$ cat config.mk
export PLATFORM = sky130hd
export DESIGN_NAME = ctmr_core
export DESIGN_NICKNAME = d
export VERILOG_FILES = /design/src/hw/ctmr_event_filter.v /design/src/hw/ctmr_core.v
export VERILOG_INCLUDE_DIRS = /design/src /design/src/hw
export SDC_FILE = /design/constraint.sdc
export NUM_CORES = 1
export LEC_CHECK = 0
export BUFFER_PORTS_ARGS = -buffer_cell sky130_fd_sc_hd__buf_2
export CORE_AREA = 8 8 102 104
export CTS_CLUSTER_SIZE = 16
export DETAILED_ROUTE_END_ITERATION = 16
export DIE_AREA = 0 0 110 112
export SYNTH_ARGS = -nofsm -noshare
export SYNTH_HDL_FRONTEND = slang
export SYNTH_SLANG_ARGS = --single-unit
$ cat constraint.sdc
create_clock -name clk -period 3.4 [get_ports clk]
set_input_delay 0.17 -clock clk [delete_from_list [all_inputs] [get_ports clk]]
set_output_delay 0.17 -clock clk [all_outputs]
set_load 0.01 [all_outputs]
$ cat src/hw/ctmr_defs.vh
// Constants for the capture timer: modes, clock selects, timing counts
// Assumes inclusion by bare name from design files under hw/
`ifndef CTMR_DEFS_VH
`define CTMR_DEFS_VH

`define CTMR_MODE_INT 3'h0
`define CTMR_MODE_TIMEOUT 3'h1
`define CTMR_MODE_CAPTURE_IRQ 3'h2
`define CTMR_MODE_FRQ 3'h3
`define CTMR_MODE_PW 3'h4
`define CTMR_MODE_FRQPW 3'h5
`define CTMR_MODE_SINGLE 3'h6
`define CTMR_MODE_PWM8 3'h7

`define CTMR_CLK_DIV1 3'h0
`define CTMR_CLK_DIV2 3'h1
`define CTMR_CLK_WAVE 3'h2
`define CTMR_CLK_EVENT 3'h7

`define CTMR_FILTER_DEPTH 4
`define CTMR_CASCADE_DELAY 1
`define CTMR_SINGLE_START_DELAY 2'h2
`define CTMR_COUNT_MAX 16'hFFFF
`define CTMR_COUNT_RESET 16'h0000

`endif

$ cat src/hw/ctmr_event_filter.v
// Four-sample noise filter for the capture event input
// Assumes the input is synchronous to clk; filter runs every clk
`timescale 1ns/10ps
`include "ctmr_defs.vh"

module ctmr_event_filter #(
    parameter DEPTH = `CTMR_FILTER_DEPTH
) (
    // Clock and reset
    clk,
    sys_rst,
    // Control
    filter_en,
    // Event in and filtered level out
    event_in,
    level_out
);
    input wire clk;
    input wire sys_rst;
    input wire filter_en;
    input wire event_in;
    output reg level_out;

    reg [DEPTH-1:0] hist_r;
    reg level_r;
    wire all_hi = &hist_r;
    wire all_lo = ~|hist_r;
    wire filt_now = all_hi | (level_r & ~all_lo);

    ////////////////////////////////////////////////////////////////////////
    // Sample history, stable level only when all samples agree
    always @(posedge clk) begin
        if (sys_rst) begin
            hist_r <= {DEPTH{1'b0}};
            level_r <= 1'b0;
        end else begin
            hist_r <= {hist_r[DEPTH-2:0], event_in};
            level_r <= filt_now;
        end
    end

    always @* begin
        if (filter_en) begin
            level_out = filt_now;
        end else begin
            level_out = event_in;
        end
    end
endmodule // ctmr_event_filter

$ cat src/hw/ctmr_core.v
// Capture timer core: counter, modes, output pin, events, interrupts
// Assumes all inputs synchronous to clk; trigger_en_a single-shot edge is a raw port
//
// Function
// - PWM8 splits compare value: low byte period, high byte duty.
// - PWM8 counts zero to period; output high at zero, low at duty.
// - PWM8 high time equals duty byte; period is period byte plus one.
// - Trigger_en_a single-shot output rises at event, unsynchronised; high time longer.
// - Output enable drives waveform to pin, overriding port value.
// - Single-shot output rises at start or event, falls at stop.
// - Other modes pin level follows initial bit; disabled means no waveform.
// - Counter raises overflow event and wraps at maximum in modes other than PWM8 and single-shot.
// - Cascade bit delays capture event one peripheral clock.
// - Capture event copies count into compare/capture register in capture modes.
// - Filter keeps four samples, passes level only when all agree.
// - Filter adds four clock latency, unprescaled.
// - Waveform timer clock select counts on companion clock tick.
// - Sync restart bit restarts counter with companion restart.
// - Capture and overflow events are one-clock pulses matching flag sets.
// - Count event input clocks counter only when event source selected.
// - Clock select seven counts event rising edges; three to six reserved.
// - Capture event input enable gates capture event actions.
// - Overflow flag sets when counter wraps from maximum to zero.
// - Interrupt request while flag and enable set, until cleared.
// - Halt in standby unless run-in-standby; always halt in power-down.
// - Reading capture low byte clears capture flag in capture modes.
`timescale 1ns/10ps
`include "ctmr_defs.vh"

module ctmr_core #(
    parameter WIDTH = 16
) (
    // Clock and reset
    clk,
    sys_rst,
    // Control bits
    enable,
    run_in_standby,
    cascade_en,
    sync_restart_en,
    clock_source_sel,
    trigger_en_a,
    pin_initial_level,
    wave_out_en,
    timer_mode_sel,
    filter_en,
    edge_sel,
    capture_event_in_en,
    irq_enables,
    // Compare value write
    ccv_wr,
    ccv_wdata,
    // Count write
    cnt_wr,
    cnt_wdata,
    // Flag clear and capture low byte read
    irq_flags_wr,
    irq_flags_wdata,
    ccv_low_rd,
    // Sleep state
    sleep_standby,
    sleep_powerdown,
    // Event inputs and companion timer
    capture_event,
    capture_event_trigger_en_a,
    count_event,
    waveform_timer_tick,
    waveform_timer_restart,
    // Port output value and pin
    port_out,
    pin_out,
    pin_oe_n,
    // Status
    count_value,
    compare_capture_value,
    irq_flags,
    running,
    irq,
    capture_ev_out,
    overflow_ev_out
);
    input wire clk;
    input wire sys_rst;
    input wire enable;
    input wire run_in_standby;
    input wire cascade_en;
    input wire sync_restart_en;
    input wire [2:0] clock_source_sel;
    input wire trigger_en_a;
    input wire pin_initial_level;
    input wire wave_out_en;
    input wire [2:0] timer_mode_sel;
    input wire filter_en;
    input wire edge_sel;
    input wire capture_event_in_en;
    input wire [1:0] irq_enables;
    input wire ccv_wr;
    input wire [WIDTH-1:0] ccv_wdata;
    input wire cnt_wr;
    input wire [WIDTH-1:0] cnt_wdata;
    input wire irq_flags_wr;
    input wire [1:0] irq_flags_wdata;
    input wire ccv_low_rd;
    input wire sleep_standby;
    input wire sleep_powerdown;
    input wire capture_event;
    input wire capture_event_trigger_en_a;
    input wire count_event;
    input wire waveform_timer_tick;
    input wire waveform_timer_restart;
    input wire port_out;
    output wire pin_out;
    output wire pin_oe_n;
    output reg [WIDTH-1:0] count_value;
    output reg [WIDTH-1:0] compare_capture_value;
    output wire [1:0] irq_flags;
    output wire running;
    output wire irq;
    output reg capture_ev_out;
    output reg overflow_ev_out;

    localparam HB = WIDTH / 2;
    localparam [WIDTH-1:0] CMAX = `CTMR_COUNT_MAX;

    reg [1:0] flags_r;
    reg [1:0] flags_nxt;
    reg run_r;
    reg wave_r;
    reg div2_r;
    reg cnt_ev_d_r;
    reg filt_d_r;
    reg casc_d_r;
    reg trigger_en_a_hit_r;
    reg [1:0] ss_dly_r;
    reg [WIDTH-1:0] cnt_nxt;
    reg [WIDTH-1:0] ccv_nxt;
    reg run_nxt;
    reg wave_nxt;
    reg tick;
    reg capture_irq_set;
    reg ovf_set;
    wire active;
    wire filt_level;
    wire rise;
    wire fall;
    wire edge_now;
    wire edge_ev;
    wire start_ev;
    wire [HB-1:0] period_byte;
    wire [HB-1:0] duty_byte;
    wire is_capture_irq_mode;

    ////////////////////////////////////////////////////////////////////////
    // Event filter
    ctmr_event_filter #(
        .DEPTH(`CTMR_FILTER_DEPTH)
    ) u_filter (
        .clk(clk),
        .sys_rst(sys_rst),
        .filter_en(filter_en),
        .event_in(capture_event),
        .level_out(filt_level)
    );

    assign active = enable & ~sleep_powerdown & (~sleep_standby | run_in_standby);
    assign period_byte = compare_capture_value[HB-1:0];
    assign duty_byte = compare_capture_value[WIDTH-1:HB];
    assign is_capture_irq_mode = (timer_mode_sel >= `CTMR_MODE_CAPTURE_IRQ) && (timer_mode_sel <= `CTMR_MODE_FRQPW);

    ////////////////////////////////////////////////////////////////////////
    // Edge detection with cascade delay
    wire lvl_sel = cascade_en ? casc_d_r : filt_level;
    assign rise = lvl_sel & ~filt_d_r;
    assign fall = ~lvl_sel & filt_d_r;
    assign edge_now = edge_sel ? fall : rise;
    assign edge_ev = capture_event_in_en & active & edge_now;
    assign start_ev = (timer_mode_sel == `CTMR_MODE_SINGLE) & capture_event_in_en & active &
        (edge_sel ? (rise | fall) : rise);

    ////////////////////////////////////////////////////////////////////////
    // Clock tick select
    always @* begin
        case (clock_source_sel)
            `CTMR_CLK_DIV1: tick = 1'b1;
            `CTMR_CLK_DIV2: tick = div2_r;
            `CTMR_CLK_WAVE: tick = waveform_timer_tick;
            `CTMR_CLK_EVENT: tick = count_event & ~cnt_ev_d_r;
            default: tick = 1'b0;
        endcase
    end

    ////////////////////////////////////////////////////////////////////////
    // Counter, capture and output next state
    always @* begin
        cnt_nxt = count_value;
        ccv_nxt = compare_capture_value;
        run_nxt = run_r;
        wave_nxt = wave_r;
        capture_irq_set = 1'b0;
        ovf_set = 1'b0;
        if (ccv_wr) begin
            ccv_nxt = ccv_wdata;
        end
        if (cnt_wr) begin
            cnt_nxt = cnt_wdata;
        end else if (!active) begin
            run_nxt = 1'b0;
        end else if (sync_restart_en && waveform_timer_restart) begin
            cnt_nxt = `CTMR_COUNT_RESET;
        end else begin
            case (timer_mode_sel)
                `CTMR_MODE_PWM8: begin
                    if (tick) begin
                        if (count_value[HB-1:0] == period_byte) begin
                            cnt_nxt = `CTMR_COUNT_RESET;
                            wave_nxt = 1'b1;
                            capture_irq_set = 1'b1;
                        end else begin
                            cnt_nxt = count_value + 1'b1;
                            if (count_value[HB-1:0] + 1'b1 == duty_byte) begin
                                wave_nxt = 1'b0;
                            end
                        end
                    end
                    if (count_value == `CTMR_COUNT_RESET && duty_byte == {HB{1'b0}}) begin
                        wave_nxt = 1'b0;
                    end
                end
                `CTMR_MODE_SINGLE: begin
                    if (!run_r && ss_dly_r == 2'd1) begin
                        run_nxt = 1'b1;
                        cnt_nxt = `CTMR_COUNT_RESET;
                        wave_nxt = 1'b1;
                    end else if (run_r && tick) begin
                        if (count_value == compare_capture_value) begin
                            run_nxt = 1'b0;
                            wave_nxt = 1'b0;
                            capture_irq_set = 1'b1;
                        end else begin
                            cnt_nxt = count_value + 1'b1;
                        end
                    end
                end
                default: begin
                    wave_nxt = 1'b0;
                    if (tick) begin
                        if (count_value == CMAX) begin
                            cnt_nxt = `CTMR_COUNT_RESET;
                            ovf_set = 1'b1;
                        end else if (timer_mode_sel == `CTMR_MODE_INT &&
                            count_value == compare_capture_value) begin
                            cnt_nxt = `CTMR_COUNT_RESET;
                            capture_irq_set = 1'b1;
                        end else begin
                            cnt_nxt = count_value + 1'b1;
                        end
                    end
                    if (edge_ev && is_capture_irq_mode) begin
                        ccv_nxt = count_value;
                        capture_irq_set = 1'b1;
                        if (timer_mode_sel == `CTMR_MODE_FRQ) begin
                            cnt_nxt = `CTMR_COUNT_RESET;
                        end
                    end
                end
            endcase
        end
    end

    ////////////////////////////////////////////////////////////////////////
    // Flags: set wins over clear
    always @* begin
        flags_nxt = flags_r;
        if (irq_flags_wr) begin
            flags_nxt = flags_r & ~irq_flags_wdata;
        end
        if (ccv_low_rd && is_capture_irq_mode) begin
            flags_nxt[0] = 1'b0;
        end
        if (capture_irq_set) begin
            flags_nxt[0] = 1'b1;
        end
        if (ovf_set) begin
            flags_nxt[1] = 1'b1;
        end
    end

    ////////////////////////////////////////////////////////////////////////
    // Registers
    always @(posedge clk) begin
        if (sys_rst) begin
            count_value <= `CTMR_COUNT_RESET;
            compare_capture_value <= `CTMR_COUNT_RESET;
            flags_r <= 2'h0;
            run_r <= 1'b0;
            wave_r <= 1'b0;
            div2_r <= 1'b0;
            cnt_ev_d_r <= 1'b0;
            filt_d_r <= 1'b0;
            casc_d_r <= 1'b0;
            trigger_en_a_hit_r <= 1'b0;
            ss_dly_r <= 2'h0;
            capture_ev_out <= 1'b0;
            overflow_ev_out <= 1'b0;
        end else begin
            count_value <= cnt_nxt;
            compare_capture_value <= ccv_nxt;
            flags_r <= flags_nxt;
            run_r <= run_nxt;
            wave_r <= wave_nxt;
            div2_r <= active ? ~div2_r : 1'b0;
            cnt_ev_d_r <= count_event;
            filt_d_r <= lvl_sel;
            casc_d_r <= filt_level;
            capture_ev_out <= capture_irq_set;
            overflow_ev_out <= ovf_set;
            if (run_r || !active) begin
                trigger_en_a_hit_r <= 1'b0;
                ss_dly_r <= 2'h0;
            end else if (ss_dly_r != 2'h0) begin
                ss_dly_r <= ss_dly_r - 2'd1;
            end else if (start_ev || (trigger_en_a && capture_event_trigger_en_a && capture_event_in_en)) begin
                ss_dly_r <= `CTMR_SINGLE_START_DELAY;
                trigger_en_a_hit_r <= trigger_en_a;
            end
        end
    end

    ////////////////////////////////////////////////////////////////////////
    // Pin output
    reg wave_out;
    always @* begin
        case (timer_mode_sel)
            `CTMR_MODE_PWM8: wave_out = wave_r;
            `CTMR_MODE_SINGLE: wave_out = wave_r | (trigger_en_a & (trigger_en_a_hit_r |
                (capture_event_trigger_en_a & capture_event_in_en & active & ~run_r)));
            default: wave_out = pin_initial_level;
        endcase
    end

    assign pin_out = wave_out_en ? wave_out : port_out;
    assign pin_oe_n = ~wave_out_en;
    assign irq_flags = flags_r;
    assign running = run_r;
    assign irq = |(flags_r & irq_enables);
endmodule // ctmr_core

# Word level (Yosys, flattened, before mapping)
# Index checks and enable logic that the tools add are counted.
# classes
n_addsub,3
order_cmp,2
eq_ne,22
n_mux,63
bitwise_logic,35
reduce_logical,33
# op_table
cell,count
$mux 16,19
$mux 1,36
$pmux 16 s2,1
$add 16x1->16 const B,1
$eq 16x16->1,1
$eq 16x16->1 const B,1
$eq 8x8->1,2
$logic_not 16->1,1
$and 1x1->1,15
$ne 3x1->1 const B,4
$not 1->1,12
$logic_and 1x1->1,10
$eq 3x3->1 const B,3
$add 8x1->8 const B,1
$logic_not 8->1,1
$ne 4x4->1 const B,2
$reduce_and 4->1,2
$reduce_bool 2->1,4
$reduce_or 2->1,4
$reduce_and 7->1,1
$eq 3x2->1 const B,2
$logic_not 3->1,2
$mux 2,3
$pmux 1 s2,3
20 further kinds,27
# totals
ff_bits,50
input_bits,66
output_inout_bits,40
elab_cells,174

# Depth between registers and ports, before layout
# depth
ltp_word,16
ltp_mapped,17
ltp_nobuf,16

# Hierarchy
# A second synthesis with hierarchy kept.
# hier_totals
hier_cells,435
hier_area_um2,3661.0
# by_module_without_submodules
module,n_inst,cells_each,area_per_inst_um2,seq_area_each_um2
ctmr_core,1,421,3498.4,900.9
ctmr_event_filter,1,14,162.7,100.1

# Least setup slack after synthesis
# Ideal clock, no wire load.
# synth_path
path_kind,reg-to-reg
start,reg u_filter.hist_r[0]
end,reg count_value[13]
setup_time_ps,86
arrival_time_ps,2837
t_required_ps,3314
slack_ps,477
stages_incl_launch_ff,17
n_path_buf,0
period_less_slack_ps,2923
cell_sequence,dfxtp_1 > or3_1 > a21oi_1 > nor2_1 > mux2i_1 > nor2_1 > a21oi_1 > inv_1 > ha_1 > mux2_1 > nand4_1 > o21ai_2 > or2_1 > a21o_1 > a31oi_1 > o21ai_1 > a211oi_1
# synth_between
elab_chain_len,15
word_cells_on_any_way,17
classes_between,mux (8); bitwise (6); reduce/logical (3)
# synth_lines
item,line_no,source
"start, declared",ctmr_event_filter.v:24,reg [DEPTH-1:0] hist_r;
"start signal, assigned",ctmr_event_filter.v:34,hist_r <= {DEPTH{1'b0}};
"start signal, assigned",ctmr_event_filter.v:37,"hist_r <= {hist_r[DEPTH-2:0], event_in};"
$reduce_or 4->1,ctmr_event_filter.v:27,wire all_lo = ~|hist_r;
$and 1x1->1,ctmr_event_filter.v:28,wire filt_now = all_hi | (level_r & ~all_lo);
$or 1x1->1 (*),ctmr_event_filter.v:28,
$mux 1 (*),ctmr_event_filter.v:43,if (filter_en) begin
$mux 1 (*),ctmr_core.v:172,wire lvl_sel = cascade_en ? casc_d_r : filt_level;
net lvl_sel,ctmr_core.v:172,
$not 1->1,ctmr_core.v:174,assign fall = ~lvl_sel & filt_d_r;
$and 1x1->1,ctmr_core.v:174,
$mux 1 (*),ctmr_core.v:175,assign edge_now = edge_sel ? fall : rise;
$and 1x1->1 (*),ctmr_core.v:176,assign edge_ev = capture_event_in_en & active & edge_now;
$logic_and 1x1->1 (*),ctmr_core.v:258,if (edge_ev && is_capture_irq_mode) begin
$mux 16 (*),ctmr_core.v:258,
$pmux 16 s2 (*),ctmr_core.v:211,case (timer_mode_sel)
$mux 16 (*),ctmr_core.v:208,end else if (sync_restart_en && waveform_timer_restart) begin
$mux 16 (*),ctmr_core.v:206,end else if (!active) begin
$mux 16 (*),ctmr_core.v:204,if (cnt_wr) begin
"end signal, assigned",ctmr_core.v:292,count_value <= `CTMR_COUNT_RESET;
"end signal, assigned",ctmr_core.v:306,count_value <= cnt_nxt;
"end, declared",ctmr_core.v:114,output reg [WIDTH-1:0] count_value;
# Mark *: on every way through the listed nets, which the timed path passes. The rest lies on a longest branch. The select of a mux whose other input is x is not followed.
# A chain may end at the register's enable or synchronous reset.

# Worst setup path in the final report
# layout_path
start,reg u_filter.hist_r[3]
end,reg count_value[13]
# The elaborated chain is that of the path after synthesis.

==> run_results.csv <==
group,metric,value,unit
die,die_x,110,microns
detailed_routing,ant_nets,0,
die,start_util,0.384,
critical_path,worst_path_largest_cell_delay,0.38,ns
critical_path,slowest_stage,"or3_1",
layout,synthToLayoutAreaGrowth,22.9,%
yosys,ys_ff_latch,50,
place,io_buffers,105,
critical_path,path_max_fanout,4,
timing,maxSlewHeadroom,0.458,
timing,hold_ws,0.0691,ns
timing,setup_viol,0,
yosys,syn_nets,489,
yosys,synth.distinct_cells,61,
critical_path,worstPathCellList,"or3_1, a21oi_2, nor2_1, mux2i_1, nor2_1, a21oi_2, inv_1, ha_2, mux2_1, nand4_1, o21ai_2, or2_1, a21o_1, a31oi_2, o21ai_1, a211oi_1",
yosys,avgSynthCellArea,8.20,sq um
yosys,syn_area,3410,sq um
timing,skew,0.00708,ns
critical_path,r2r_cells,16,
layout,num_antenna_cells,0,
yosys,synth_top_area_cell,"dfxtp_1",
timing,period_share,0.951,
cts,clock_sinks,50,
die,core_area,8890,sq um
grt,grt_first_pass_wirelength,18200,microns
detailed_routing,vias_per_cell,5.54,
layout,fin_cells,630,
yosys,synthCells,416,
flow_run,drv_cap,0,
timing,period_minus_slack,3.23,ns
detailed_routing,dr.first_iter.drc_count,271,
place,gp_congestion,0.900,
timing,fin_tns_setup,0,ns
cts,clk_latency,0.30,ns
die,dieArea,12300,sq um
critical_path,startpoint_type,"flop",
cts,cts_tree,"yes",
critical_path,arrival,3.44,ns
die,chipHeight,112,microns
status,status,"completed",
critical_path,criticalPathCategory,"flop to flop",
detailed_routing,wire_per_inst,17.7,microns
critical_path,setup.worst_path.end_class,"flop",
critical_path,regToRegStartpoint,"u_filter.hist_r[3]",
yosys,synth_seq_area_share,0.293,
grt,track_usage,0.182,
cts,htree_levels,2,
yosys,ys_async_sr_fraction,0,
detailed_routing,vias,3489,
grt,overflow,0,
place,dp_slack,0.148,ns
detailed_routing,wl,11200,microns
timing,fin_ws,0.167,ns
power,power_density,338,nW/um^2
place,placedCellCount,619,
detailed_routing,drc,0,
timing,final_hold_viol_count,0,
grt,grt_max_degree,43,
cts,clk_pin_slew,0.09,ns
yosys,synth_top_area_share,0.293,
worst_hold_path,hp-start,"cnt_wdata[8]",
cts,cts_made_buffers,5,
grt,grt_pass1_vias,3576,
yosys,yosys_warnings,0,
place,place_hpwl,8710,microns
grt,antenna_found_initial,0,
cts,clk_path_buf_depth,2,
layout,drive_above_1_share,0.301,
power,peakVddDrop,233,uV
timing,worstMarginPinSlew,0.813,ns
yosys,synth_edf_count,0,
critical_path,worstPathRequired,3.61,ns
critical_path,endpoint,"count_value[13]",
layout,nets,591,
power,leakagePower,0.00193,uW
detailed_routing,drt_pre_antenna_iters,6,
die,io_pins,106,
yosys,synthFlopType,"dfxtp_1",
critical_path,rr_endpoint,"count_value[13]",
critical_path,reg2reg_slack,0.17,ns
critical_path,crit_start,"u_filter.hist_r[3]",
timing,fmax,309,MHz
cts,cts_root_buf,"clkbuf_8",
timing,slew_viol_final,0,
yosys,netlist_top_cells_area,"dfxtp_1 (29%), mux2i_1 (6.2%), xor2_1 (5.1%)",
worst_hold_path,hold_path.class,"primary input to flop",
die,rows,35,
[how the worst min path moves through the flow]
stage	endpoint	depth (start not counted)
global route	u_filter.hist_r[0]	2
CTS	count_value[8]	3
finish	count_value[8]	3
detailed placement	count_value[8]	3
floorplan	count_value[6]	2
global placement	count_value[6]	3
[worst max-delay path: cells and delay by family, from the launching register on]
family,cells,cell delay [ns]
AOI/OAI and AO/OA,7,1.13
adders and majority gates,1,0.18
buffers and inverters,1,0.06
DFF,1,0.33
muxes,2,0.49
and+or+nand+nor,5,0.96
[power by group]
part           switching [uW]  total, uW  internal, uW
Sequential               37.3        650           613
Clock                     209        429           220
Combinational             186        337           151
[flip-flops by register name, summed over array words and instances, names as in the netlist, 2 cells and up]
name	cells
ss_dly_r	2
u_filter.hist_r	4
compare_capture_value	16
irq_flags	2
count_value	16
[cells in the final DEF, fill, tap and decap left out, types with 5 or more instances in the layout]
cell,n
o22ai_1,5
a31oi_1,8
nand2b_1,6
xnor2_1,11
ha_1,6
buf_2,105
o21ai_1,6
a211oi_1,20
xor2_1,20
mux2i_1,21
a21oi_1,15
nor4_1,6
clkbuf_8,5
nor4_2,5
nand2_1,29
inv_1,13
nand3_1,8
dfxtp_1,49
nor2_1,39
and3_1,7
nor2b_1,12
nor3_1,15
o211ai_1,6
buf_4,20
nand4_1,9
a22oi_1,6
[synthesized netlist by cell type (3+ instances only)]
cell type   n
dfxtp_1    50
nor2_1     39
nand2_1    29
mux2i_1    21
a211oi_1   20
xor2_1     20
a21oi_1    17
clkbuf_1   16
nor3_1     15
inv_1      13
nor2b_1    12
xnor2_1    11
a31oi_1     9
nand4_1     9
nand3_1     8
and3_1      7
buf_2       7
ha_1        7
nand2b_1    7
nor4_1      7
a22oi_1     6
buf_6       6
o211ai_1    6
o21ai_1     6
o22ai_1     5
a31o_2      4
and2_1      4
nor4_2      4
or3_1       4
a221oi_1    3
nor3b_1     3
o21ai_0     3
o311ai_1    3
[area by class of cell]
| type | count | area, sq um |
|---|---|---|
| fill | 911 | 4700 |
| clock inverter | 2 | 37.5 |
| sequential | 50 | 1000 |
| clock buffer | 6 | 72.6 |
| tap | 111 | 139 |
| inverter | 13 | 48.8 |
| multi-input combinational | 323 | 2220 |
| timing repair buffer | 125 | 676 |
[repair_timing]
action / 4_1_cts / 5_1_grt
setup endpoints to repair: 0 / 16
hold buffers: 0 / 0
resized for setup: 0 / 7
setup buffers: 0 / 3
[metal layers]
metal,share of wire,vias up,global-route usage
met5,0,-,0
met4,0.013,0,0.0450
met3,0.068,8,0.0283
met2,0.46,141,0.294
met1,0.46,1612,0.242
li1,-,1728,-
[metrics by stage]
step / instance area [sq um] / util / total power (uW)
2_1_floorplan: 3410 / - / 864
5_1_grt: 4190 / 0.471 / 1480
4_1_cts: 4140 / 0.466 / 1420
3_5_place_dp: 4030 / 0.454 / 993
6_report: 4190 / 0.471 / 1420
3_3_place_gp: 4030 / 0.454 / 992
[logic make-up after synthesis]
family / Yosys count / synth area share
adder cells (fa/ha/maj): 7 / 0.0257
AND/OR/NAND/NOR: 162 / 0.255
flip-flops: 50 / 0.293
buffers and inverters: 43 / 0.0642
multiplexers: 22 / 0.0649
XOR/XNOR: 31 / 0.0796
AO/OA/AOI/OAI: 101 / 0.217
Note: power is estimated with default switching activity, not from simulation.
